<file path="config.mk">
export PLATFORM = sky130hd
export DESIGN_NAME = nvs_host_ctl
export DESIGN_NICKNAME = d
export VERILOG_FILES = /design/src/core/nvs_pkg.sv /design/src/core/nvs_timer.sv /design/src/core/nvs_host_ctl.sv
export SDC_FILE = /design/constraint.sdc
export NUM_CORES = 1
export LEC_CHECK = 0
export ABC_AREA = 0
export BUFFER_PORTS_ARGS = -buffer_cell sky130_fd_sc_hd__buf_2
export CAP_MARGIN = 10
export CELL_PAD_IN_SITES_DETAIL_PLACEMENT = 0
export CELL_PAD_IN_SITES_GLOBAL_PLACEMENT = 1
export CORE_AREA = 3 3 108 110
export CTS_CLUSTER_DIAMETER = 80
export DETAILED_ROUTE_END_ITERATION = 16
export DIE_AREA = 0 0 111 113
export PLACE_DENSITY_LB_ADDON = 0.05
export SYNTH_ARGS = -nofsm -noshare
export SYNTH_HDL_FRONTEND = slang
export SYNTH_SLANG_ARGS = --single-unit
</file>
<file path="constraint.sdc">
create_clock -name clk_sys_in -period 5 [get_ports clk_sys_in]
set_input_delay 0.25 -clock clk_sys_in [delete_from_list [all_inputs] [get_ports clk_sys_in]]
set_output_delay 0.25 -clock clk_sys_in [all_outputs]
set_load 0.02 [all_outputs]
</file>
<file path="src/core/nvs_pkg.sv">
// Package: constants, types and timing for the non-volatile memory host controller
package nvs_pkg;
  localparam int CLK_PERIOD_NS = 10;
  // Device timing, printed units
  localparam int WRITE_GRACE_TIME_NS = 25;
  localparam int STORE_REQUEST_PULSE_NS = 15;
  localparam int BUSY_RELEASE_TIME_NS = 25;
  localparam int SOFT_COMMAND_TIME_US = 100;
  localparam int ACCESS_TIME_NS = 25;
  localparam int WRITE_PULSE_NS = 20;
  // Cycle counts: every time, least or longest, rounds up
  localparam int STORE_PULSE_CYC = (STORE_REQUEST_PULSE_NS + CLK_PERIOD_NS - 1) / CLK_PERIOD_NS;
  localparam int BUSY_RELEASE_CYC = (BUSY_RELEASE_TIME_NS + CLK_PERIOD_NS - 1) / CLK_PERIOD_NS;
  localparam int ACCESS_CYC = (ACCESS_TIME_NS + CLK_PERIOD_NS - 1) / CLK_PERIOD_NS;
  localparam int WRITE_CYC = (WRITE_PULSE_NS + CLK_PERIOD_NS - 1) / CLK_PERIOD_NS;
  localparam int SOFT_CMD_CYC = (SOFT_COMMAND_TIME_US * 1000 + CLK_PERIOD_NS - 1) / CLK_PERIOD_NS;
  localparam int NUM_SEQ_STEPS = 6;
  localparam int ADDR_W = 19;
  localparam int DATA_W = 16;
  localparam int CNT_W = 16;

  typedef enum logic [3:0] {
    NVS_IDLE = 4'h0,
    NVS_RD_ACT = 4'h1,
    NVS_RD_END = 4'h2,
    NVS_WR_ACT = 4'h3,
    NVS_WR_END = 4'h4,
    NVS_SEQ_ACT = 4'h5,
    NVS_SEQ_END = 4'h6,
    NVS_SEQ_WAIT = 4'h7,
    NVS_HS_PULSE = 4'h8,
    NVS_HS_WAIT = 4'h9
  } nvs_state_e;

  typedef enum logic [1:0] {
    NVS_OP_READ = 2'h0,
    NVS_OP_WRITE = 2'h1,
    NVS_OP_SOFT = 2'h2,
    NVS_OP_HWSTORE = 2'h3
  } nvs_op_e;

  typedef struct packed {
    nvs_op_e op;
    logic [ADDR_W-1:0] addr;
    logic [DATA_W-1:0] wdata;
    logic [1:0] lanes;
  } nvs_req_s;

  typedef struct packed {
    logic chip_select_n;
    logic write_strobe_n;
    logic output_drive_n;
    logic upper_byte_sel_n;
    logic lower_byte_sel_n;
    logic [ADDR_W-1:0] addr;
  } nvs_pins_s;
endpackage

</file>
<file path="src/core/nvs_timer.sv">
// Down counter used for all pin timing of the host controller
`timescale 1ns/1ps
`default_nettype none
module nvs_timer #(
  parameter int WIDTH = 16
) (
  // Clock and reset
  input wire logic clk_sys_in,
  input wire logic rst_n_in,
  // Control
  input wire logic load_in,
  input wire logic [WIDTH-1:0] count_in,
  // Status
  output logic done_out
);
  typedef struct packed {
    logic [WIDTH-1:0] cnt;
  } nvs_tmr_s;
  nvs_tmr_s st_r;
  nvs_tmr_s st_nxt;
  always_comb begin
    st_nxt = st_r;
    if (load_in) begin
      st_nxt.cnt = count_in;
    end else if (st_r.cnt != '0) begin
      st_nxt.cnt = st_r.cnt - 1'b1;
    end
  end
  always_ff @(posedge clk_sys_in or negedge rst_n_in) begin
    if (!rst_n_in) begin
      st_r <= '0;
    end else begin
      st_r <= st_nxt;
    end
  end
  // Done looks at the count only, so a load decided on done cannot loop back
  assign done_out = (st_r.cnt == '0);
endmodule
`default_nettype wire

</file>
<file path="src/core/nvs_host_ctl.sv">
// Host controller driving the pins of an asynchronous non-volatile static memory
// Behaviour
// [RULE1] Each soft command step is a read whose chip select edge advances the sequence.
// [RULE2] Six reads to six given addresses, back to back, in order.
// [RULE3] Write strobe stays high through all six command reads.
// [RULE4] Data of the sixth command read may be invalid and is discarded.
// [RULE5] Device acts on a soft command within 100 us after sixth read.
// [RULE6] Store or recall locks the data port until finished.
// [RULE7] Hardware store request drives store busy low at least 15 ns.
// [RULE8] Store skipped without prior write; busy released within 20 or 25 ns.
// [RULE9] Device tracks a write latch; no store without a write.
// [RULE10] Store busy held high during ordinary reads and writes.
// [RULE11] Chip select high: other controls ignored, data floats, standby.
// [RULE12] Byte build read drives data 0 to 7; output drive high floats.
// [RULE13] Byte build write takes data 0 to 7 whatever output drive does.
// [RULE14] Word build both selects low drive 16 lines; both high disable.
// [RULE15] Lower select enables lines 0 to 7, upper lines 8 to 15.
// [RULE16] Word write with both selects low writes all 16 lines.
// [RULE17] Byte selects exist only in the word build.
// [RULE18] Device ignores accesses during store, recall or low supply.
// [RULE19] Write in progress completes within grace time after store starts.
// [RULE20] Mismatching read or any write resets the device sequence count.
// [RULE21] Device holds store busy low for a whole store.
`timescale 1ns/1ps
`default_nettype none
module nvs_host_ctl
  import nvs_pkg::*;
#(
  parameter int WORD_BUILD = 1,
  parameter int SOFT_CMD_CYCLES = SOFT_CMD_CYC,
  parameter int BUSY_TIMEOUT_CYCLES = 1000000,
  parameter logic [nvs_pkg::ADDR_W-1:0] SEQ_ADDR0 = 19'h00000,
  parameter logic [nvs_pkg::ADDR_W-1:0] SEQ_ADDR1 = 19'h00001,
  parameter logic [nvs_pkg::ADDR_W-1:0] SEQ_ADDR2 = 19'h00002,
  parameter logic [nvs_pkg::ADDR_W-1:0] SEQ_ADDR3 = 19'h00003,
  parameter logic [nvs_pkg::ADDR_W-1:0] SEQ_ADDR4 = 19'h00004,
  parameter logic [nvs_pkg::ADDR_W-1:0] SEQ_ADDR5 = 19'h00005
) (
  // Clock and reset
  input wire logic clk_sys_in,
  input wire logic rst_n_in,
  // User request
  input wire logic req_valid_in,
  input wire nvs_pkg::nvs_req_s req_in,
  output logic req_ready_out,
  // User answer
  output logic rsp_valid_out,
  output logic [nvs_pkg::DATA_W-1:0] rsp_data_out,
  output logic rsp_timeout_out,
  // Memory control pins
  output var nvs_pkg::nvs_pins_s pins_out,
  // Memory data pins
  input wire logic [nvs_pkg::DATA_W-1:0] data_in,
  output logic [nvs_pkg::DATA_W-1:0] data_out,
  output logic [1:0] data_oe_out,
  // Store busy pin, open drain
  input wire logic store_busy_n_in,
  output logic store_busy_n_out,
  output logic store_busy_oe_out
);
  import nvs_pkg::*;

  if (WORD_BUILD != 0 && WORD_BUILD != 1) begin : g_bad_build
    $error("WORD_BUILD must be 0 or 1");
  end
  if (SOFT_CMD_CYCLES < 1 || SOFT_CMD_CYCLES >= (1 << 20)) begin : g_bad_soft
    $error("SOFT_CMD_CYCLES out of range");
  end
  if (BUSY_TIMEOUT_CYCLES < 1 || BUSY_TIMEOUT_CYCLES >= (1 << 20)) begin : g_bad_busy
    $error("BUSY_TIMEOUT_CYCLES out of range");
  end

  localparam int TW = 20;
  localparam logic [TW-1:0] ACC_T = TW'(ACCESS_CYC);
  localparam logic [TW-1:0] WR_T = TW'(WRITE_CYC);
  localparam logic [TW-1:0] PULSE_T = TW'(STORE_PULSE_CYC);
  localparam logic [TW-1:0] REL_T = TW'(BUSY_RELEASE_CYC);
  localparam logic [TW-1:0] SOFT_T = TW'(SOFT_CMD_CYCLES);
  localparam logic [TW-1:0] BUSY_T = TW'(BUSY_TIMEOUT_CYCLES);
  localparam logic [2:0] LAST_STEP = 3'(NUM_SEQ_STEPS - 1);

  typedef struct packed {
    nvs_state_e state;
    logic [2:0] step;
    logic ready;
    logic rsp_valid;
    logic [DATA_W-1:0] rsp_data;
    logic timeout;
    nvs_pins_s pins;
    logic [DATA_W-1:0] dout;
    logic [1:0] doe;
    logic hs_oe;
  } nvs_st_s;

  nvs_st_s st_r;
  nvs_st_s st_nxt;
  logic tmr_load;
  logic [TW-1:0] tmr_count;
  logic tmr_done;
  logic [ADDR_W-1:0] seq_addr;

  nvs_timer #(.WIDTH(TW)) u_timer (
    .clk_sys_in(clk_sys_in),
    .rst_n_in(rst_n_in),
    .load_in(tmr_load),
    .count_in(tmr_count),
    .done_out(tmr_done)
  );

  ////////////////////////////////////////////////////////////////////////////
  // Address of the step that follows the current one
  always_comb begin
    unique case (st_r.step)
      3'h0: seq_addr = SEQ_ADDR1;
      3'h1: seq_addr = SEQ_ADDR2;
      3'h2: seq_addr = SEQ_ADDR3;
      3'h3: seq_addr = SEQ_ADDR4;
      default: seq_addr = SEQ_ADDR5;
    endcase
  end

  ////////////////////////////////////////////////////////////////////////////
  always_comb begin
    st_nxt = st_r;
    st_nxt.rsp_valid = 1'b0;
    tmr_load = 1'b0;
    tmr_count = '0;
    unique case (st_r.state)
      NVS_IDLE: begin
        // Deselected: device ignores every other control
        st_nxt.pins.chip_select_n = 1'b1; // [RULE11]
        st_nxt.pins.write_strobe_n = 1'b1;
        st_nxt.pins.output_drive_n = 1'b1;
        st_nxt.doe = 2'b00;
        if (req_valid_in && st_r.ready) begin
          st_nxt.ready = 1'b0;
          st_nxt.timeout = 1'b0;
          // Byte build has no lane selects; both held low
          st_nxt.pins.upper_byte_sel_n = (WORD_BUILD != 0) ? !req_in.lanes[1] : 1'b0; // [RULE15] [RULE17]
          st_nxt.pins.lower_byte_sel_n = (WORD_BUILD != 0) ? !req_in.lanes[0] : 1'b0; // [RULE15]
          st_nxt.pins.addr = req_in.addr;
          st_nxt.step = 3'h0;
          tmr_load = 1'b1;
          unique case (req_in.op)
            NVS_OP_READ: begin
              st_nxt.pins.chip_select_n = 1'b0;
              st_nxt.pins.output_drive_n = 1'b0; // [RULE12]
              tmr_count = ACC_T;
              st_nxt.state = NVS_RD_ACT;
            end
            NVS_OP_WRITE: begin
              st_nxt.pins.chip_select_n = 1'b0;
              st_nxt.pins.write_strobe_n = 1'b0; // [RULE13]
              st_nxt.dout = req_in.wdata;
              // Drive only selected lanes; unselected lane floats
              st_nxt.doe = (WORD_BUILD != 0) ? req_in.lanes : 2'b01; // [RULE16]
              tmr_count = WR_T;
              st_nxt.state = NVS_WR_ACT;
            end
            NVS_OP_SOFT: begin
              st_nxt.pins.chip_select_n = 1'b0;
              st_nxt.pins.output_drive_n = 1'b0;
              st_nxt.pins.upper_byte_sel_n = 1'b0; // [RULE14]
              st_nxt.pins.lower_byte_sel_n = 1'b0; // [RULE14]
              st_nxt.pins.addr = SEQ_ADDR0; // [RULE2]
              tmr_count = ACC_T;
              st_nxt.state = NVS_SEQ_ACT;
            end
            default: begin
              st_nxt.hs_oe = 1'b1; // [RULE7]
              tmr_count = PULSE_T;
              st_nxt.state = NVS_HS_PULSE;
            end
          endcase
        end
      end
      NVS_RD_ACT: begin
        if (tmr_done) begin
          st_nxt.rsp_data = data_in;
          st_nxt.pins.chip_select_n = 1'b1;
          st_nxt.pins.output_drive_n = 1'b1;
          st_nxt.state = NVS_RD_END;
        end
      end
      NVS_WR_ACT: begin
        if (tmr_done) begin
          // Write ends on strobe rise; data held one more cycle for hold time
          st_nxt.pins.write_strobe_n = 1'b1;
          st_nxt.pins.chip_select_n = 1'b1;
          st_nxt.state = NVS_WR_END;
        end
      end
      NVS_RD_END, NVS_WR_END: begin
        st_nxt.doe = 2'b00;
        st_nxt.rsp_valid = 1'b1;
        st_nxt.ready = 1'b1;
        st_nxt.state = NVS_IDLE;
      end
      NVS_SEQ_ACT: begin
        // Strobe held high throughout; chip select rise clocks the step
        st_nxt.pins.write_strobe_n = 1'b1; // [RULE3]
        if (tmr_done) begin
          st_nxt.pins.chip_select_n = 1'b1; // [RULE1]
          st_nxt.pins.output_drive_n = 1'b1;
          st_nxt.state = NVS_SEQ_END;
        end
      end
      NVS_SEQ_END: begin
        tmr_load = 1'b1;
        if (st_r.step == LAST_STEP) begin
          // Sixth read data not captured: outputs may be off
          tmr_count = SOFT_T; // [RULE4]
          st_nxt.state = NVS_SEQ_WAIT;
        end else begin
          st_nxt.step = st_r.step + 3'h1;
          st_nxt.pins.addr = seq_addr; // [RULE2]
          st_nxt.pins.chip_select_n = 1'b0;
          st_nxt.pins.output_drive_n = 1'b0;
          tmr_count = ACC_T;
          st_nxt.state = NVS_SEQ_ACT;
        end
      end
      NVS_SEQ_WAIT: begin
        // Port stays deselected for the whole processing window
        if (tmr_done) begin // [RULE5]
          tmr_load = 1'b1;
          tmr_count = BUSY_T;
          st_nxt.state = NVS_HS_WAIT;
        end
      end
      NVS_HS_PULSE: begin
        if (tmr_done) begin
          st_nxt.hs_oe = 1'b0;
          tmr_load = 1'b1;
          tmr_count = REL_T;
          st_nxt.state = NVS_HS_WAIT;
        end
      end
      NVS_HS_WAIT: begin
        // Store or recall locks the port; wait for busy to read high
        if (tmr_done) begin // [RULE6]
          if (store_busy_n_in) begin // [RULE21]
            st_nxt.rsp_valid = 1'b1;
            st_nxt.ready = 1'b1;
            st_nxt.state = NVS_IDLE;
          end else begin
            tmr_load = 1'b1;
            tmr_count = BUSY_T;
            st_nxt.timeout = 1'b1;
          end
        end else if (st_r.timeout && store_busy_n_in) begin
          st_nxt.rsp_valid = 1'b1;
          st_nxt.ready = 1'b1;
          st_nxt.state = NVS_IDLE;
        end
      end
      default: begin
        st_nxt.state = NVS_IDLE;
        st_nxt.ready = 1'b1;
      end
    endcase
  end

  ////////////////////////////////////////////////////////////////////////////
  always_ff @(posedge clk_sys_in or negedge rst_n_in) begin
    if (!rst_n_in) begin
      st_r <= '0;
      st_r.state <= NVS_IDLE;
      st_r.ready <= 1'b1;
      st_r.pins <= '1;
      st_r.pins.addr <= '0;
    end else begin
      st_r <= st_nxt;
    end
  end

  assign req_ready_out = st_r.ready;
  assign rsp_valid_out = st_r.rsp_valid;
  assign rsp_data_out = st_r.rsp_data;
  assign rsp_timeout_out = st_r.timeout;
  assign pins_out = st_r.pins;
  assign data_out = st_r.dout;
  assign data_oe_out = st_r.doe;
  // Busy pin only pulled low; high otherwise, also during ordinary cycles
  assign store_busy_n_out = 1'b0; // [RULE10]
  assign store_busy_oe_out = st_r.hs_oe; // [RULE10]
endmodule
`default_nettype wire

</file>
Word-level counts from Yosys, hierarchy flattened

Cells that the tools add are included.

Input bits: 59
Word-level logic and storage cells: 136
Register bits: 89
Output and inout port bits: 63

Eq/ne operators: 28
Muxes and demuxes: 55
Add/subtract/negate cells: 2
Reduce and logical (&&, ||, !) cells: 34
Bitwise operators: 1

Operators by type and width:

| kind                                                                   | count |
|---|---|
| 20-bit 2-to-1 mux                                                      | 5 |
| 20-bit one-hot mux with 5 select lines                                 | 1 |
| 44-bit 2-to-1 mux                                                      | 1 |
| 19-bit one-hot mux with 2 select lines                                 | 1 |
| 4-bit 2-to-1 mux                                                       | 7 |
| 4-bit one-hot mux with 7 select lines                                  | 1 |
| 21-bit 2-to-1 mux                                                      | 1 |
| 20-bit zero test                                                       | 1 |
| 20-bit nonzero test                                                    | 1 |
| 20-bit by 1-bit subtractor with 20-bit output (second input constant)  | 1 |
| 19-bit 2-to-1 mux                                                      | 1 |
| 18-bit 2-to-1 mux                                                      | 1 |
| 2-bit inequality test (second input constant)                          | 9 |
| 4-bit by 3-bit equality test with 1-bit output (second input constant) | 4 |
| 4-bit AND reduction                                                    | 4 |
| 1-bit 2-to-1 mux                                                       | 14 |
| 14-bit 2-to-1 mux                                                      | 1 |
| 2-bit 2-to-1 mux                                                       | 7 |
| 3-bit one-hot mux with 4 select lines                                  | 1 |
| 4-bit one-hot mux with 3 select lines                                  | 1 |
| 2-bit nonzero test                                                     | 5 |
| 1-bit one-hot mux with 3 select lines                                  | 3 |
| 3-bit AND reduction                                                    | 3 |
| 4-bit by 2-bit equality test with 1-bit output (second input constant) | 2 |
| other kinds (29)                                                       | 44 |

Longest topological paths before layout

Word-level depth: 6
Gate-level depth with buffers: 9
Mapped depth without buffers: 7

Cells and area by module

From an unflattened synthesis, not the netlist that was laid out.

Cells, all modules: 476
Area total of the unflattened synthesis: 4908.5 um^2

By module, submodules not included:

| module       | sequential area each (um^2) | cells each | instances | area an instance (um^2) |
|---|---|---|---|---|
| nvs_host_ctl | 1734.2                      | 349        | 1         | 3723.6 |
| nvs_timer    | 500.5                       | 127        | 1         | 1184.9 |

Worst setup path before layout

OpenSTA, ideal clock, no wires.

Path type: register to register
Start: register u_timer.st_r[0] (netlist bit)
End: register st_r, in the netlist rsp_data_out[10]
Library setup time: 125 ps
Clock period less this slack: 2350 ps
Cell stages (with the launch flop): 10
Path slack: 2650 ps
Data arrival time: 2225 ps
Path buffers: 2
Cells stage by stage: dfrtp_1 inv_1 ha_1 nor4b_1 and3_1 buf_2 nand2_4 nor4_4 buf_8 mux2_4

Longest elaborated chain between the ends: 2

Ends and longest elaborated chain:

| item                          | RTL line            | text |
|---|---|---|
| from (decl)                   | nvs_timer.sv:19     | `nvs_tmr_s st_r;` |
| from (signal assigned)        | nvs_timer.sv:33     | `st_r <= st_nxt;` |
| 20-bit zero test              | nvs_timer.sv:37     | `assign done_out = (st_r.cnt == '0);` |
| 2-bit AND reduction (no line) | n/a                 |  |
| to (signal assigned)          | nvs_host_ctl.sv:273 | `st_r <= st_nxt;` |
| to (decl)                     | nvs_host_ctl.sv:95  | `nvs_st_s st_r;` |

Every way passes these cells.
A chain may end at the register's enable or synchronous reset.

Final worst setup path

Start: register st_r[66] (netlist bit)
End: register st_r, in the netlist data_out[1]

Longest elaborated chain between the ends: 2

Ends and longest elaborated chain:

| item                          | RTL line            | text |
|---|---|---|
| 4-bit zero test               | nvs_host_ctl.sv:128 | `unique case (st_r.state)` |
| 3-bit AND reduction (no line) | n/a                 |  |

Every way passes these cells.

==> out/results.tsv <==
stage	metric	value	unit
synth	netlist_top_cells_count	83 x dfrtp_1, 60 x buf_4, 57 x nand2_1, 40 x o21ai_0, 25 x mux2_2	
synth	synth_top_cell_area_share	0.443	
synth	syn_area	4690	sq um
floorplanning	io_pins	122	
setup_path	cp-end-kind	flop	
synth	synth_edf_count	0	
finish	antennaDiodeCount	0	
sta	hold_viol	0	
power	p_leak	2.47	nW
finish	design_area	5190	sq um
global_route	grt_pass1_vias	3227	
setup_path	crit_chain	nor4_1 > nand3_1 > nor2_2 > mux2_2	
sta	fmax	347	MHz
drt	detail-route-antenna-nets	0	
sta	fin_tns_setup	0	ns
finish	post-route-util	0.481	
synth	ys_warn_count	0	
clocking	cts_tree	built	
clocking	clkTransAtPathRegs	0.08	ns
synth	synth.most_common_cell	dfrtp_1	
floorplanning	floorplan.initialDensity	0.435	
drt	avgRoutedWirePerCell	15.3	um
synth	synth_area_leaders	dfrtp_1 44%, buf_4 9.6%, mux2_2 6.0%, nand2_1 4.6%, o21ai_0 4.3%	
synth	yosysSeqAreaShare	0.476	
synth	yosysTopAreaCell	dfrtp_1	
finish	syn2layout_area_growth	10.7	%
clocking	cts.sinks	89	
clocking	postCtsSetupBuffers	0	
flow_run	maxCapViolations	0	
drt	drt_iter0_drc	270	
drt	finalWirelength	10100	um
power	ir_drop	0.110	mV
floorplanning	row_count	38	
synth	syn_avg_cell_area	10.4	sq um
floorplanning	core-area	10800	sq um
floorplanning	die_h	113	um
setup_path	start_kind	flop	
clocking	cts_buffers	9	
power	p_per_area	244	nW/um^2
global_route	grt_pass1_wl	16500	um
global_route	grt_max_degree	50	
finish	drive_gt1_frac	0.364	
synth	synth-seq-cells	89	
min_path	hold_path_class	input port to flop	
sta	skew	0.00858	ns
sta	worst_slew_pin_slew	0.857	ns
clocking	clkLatencyLatePin	0.36	ns
placement	placed_cell_area	4990	sq um
synth	syn_inst	452	
global_route	overflow	0	
floorplanning	die_w	111	um
synth	ys_types	55	
clocking	htree_num_levels	3	
global_route	grt_use_total	0.164	
drt	vias_per_cell	5.04	
clocking	cts-resized-gates	0	
sta	fin_crit	2.88	ns
clocking	root_buffer	clkbuf_8	
synth	synth-main-ff-cell	dfrtp_1	
outcome	status	completed	
drt	vias	3313	
setup_path	critPathMaxStageDelay	0.76	ns
finish	nets	579	
synth	synthArstFlopShare	1.00	
setup_path	path_delay_family	simple AND/OR/NAND/NOR gates	
setup_path	cp_max_fo	21	
power	power.total	1.27	mW
setup_path	required	5.25	ns
synth	synth_nets	518	
drt	first_pass_iters	4	
drt	drc	0	
setup_path	cp_slowest_cell	nor2_2	
placement	io_buffers	120	
placement	place.gp.congestion	0.782	
setup_path	crit_buf_inv	0	
sta	rsz0062_at_grt	no	
placement	hpwl	7190	um
floorplanning	die_area	12500	sq um
sta	finalCritPeriodShare	0.576	
sta	drv_slew	0	
clocking	clk_path_buf_depth	2	
sta	setup_viol	0	
global_route	grt_antenna_before_repair	0	
setup_path	path_class	flop to flop	
setup_path	arrival	3.13	ns
sta	slew_headroom	0.428	
[worst reg2reg max path, stage by stage (launching register included)]
cell	delay [ns]
dfrtp_1	0.61
nor4_1	0.64
nand3_1	0.34
nor2_2	0.76
mux2_2	0.42
[worst paths after layout]
check | startpoint | to | slack (ns) | cells past startpoint
max | st_r[66]$_DFFE_PN0P_ | data_out[1]$_DFFE_PN0P_ | 2.12 | 4
min | req_in[1] | pins_out[20]$_DFFE_PN1P_ | 0.05 | 2
max reg2reg | st_r[66]$_DFFE_PN0P_ | data_out[1]$_DFFE_PN0P_ | 2.12 | 4
min reg2reg | pins_out[20]$_DFFE_PN1P_ | pins_out[20]$_DFFE_PN1P_ | 0.47 | 2
max in group asynchronous | rst_n_in | pins_out[13]$_DFFE_PN0P_ | 3.56 | 3
min in group asynchronous | rst_n_in | pins_out[18]$_DFFE_PN0P_ | 0.41 | 2
[where the power goes]
part | internal [mW] | switching, mW
Clock | 0.256 | 0.245
Combinational | 0.0188 | 0.0254
Sequential | 0.719 | 0
Total | 0.994 | 0.271
[cell families after synthesis]
group           synth area share
compound gates             0.118
xor+xnor                  0.0280
fa+ha+maj                 0.0187
buf+inv                    0.117
flops                      0.476
mux                       0.0920
other cells             0.000799
simple gates               0.149
[timing repair]
action	4_1_cts	5_1_grt
hold buffers	1	0
hold endpoints to repair	37	0
setup endpoints to repair	0	0
[metal layers]
layer  routed length [um]  part of all wire  vias to the layer above  GRT usage
met5                    0                 0                        -          0
met4                  157             0.016                        0     0.0640
met3                  620             0.062                       11     0.0412
met2                 4410              0.44                       96      0.240
met1                 4880              0.48                     1562      0.235
li1                     -                 -                     1644          -
[area by class of cell]
| cell class | instances | area, sq um |
|---|---|---|
| timing repair buffer | 126 | 651 |
| sequential | 89 | 2230 |
| inverter | 6 | 22.5 |
| clock buffer | 13 | 159 |
| tap | 140 | 175 |
| fill | 1036 | 5600 |
| multi-input combinational | 281 | 1910 |
| clock inverter | 2 | 37.5 |
[state kept, by name (all words and copies together), names as in the netlist]
name               cells
rsp_timeout_out        1
store_busy_oe_out      1
rsp_data_out          16
rsp_valid_out          1
data_oe_out            2
u_timer.st_r          20
pins_out              24
req_ready_out          1
st_r                   7
data_out              16
[cell usage in the layout (no fill, tap or decap), drive strengths merged, types with 3 or more instances in the layout]
cell    instances
xnor2          10
nor4b           4
mux2           35
nor2           18
nand3           5
dfrtp          83
nand2          58
buf           125
xor2            5
dfstp           6
nand2b          4
nor4            6
clkbuf         13
a211oi          6
ha              7
nor3           19
o21ai          40
o31ai           6
or3             3
inv             6
a22o            5
a21oi          19
[metrics by stage]
step                cells  setup WS (ns)  hold slack [ns]
global route          657           1.84           0.0452
finish                657           2.12           0.0492
global placement      641           2.16            0.279
floorplan             452           2.65          -0.0456
detailed placement    641           2.12            0.278
CTS                   657           2.10           0.0234
(Power assumes the default switching activity.)
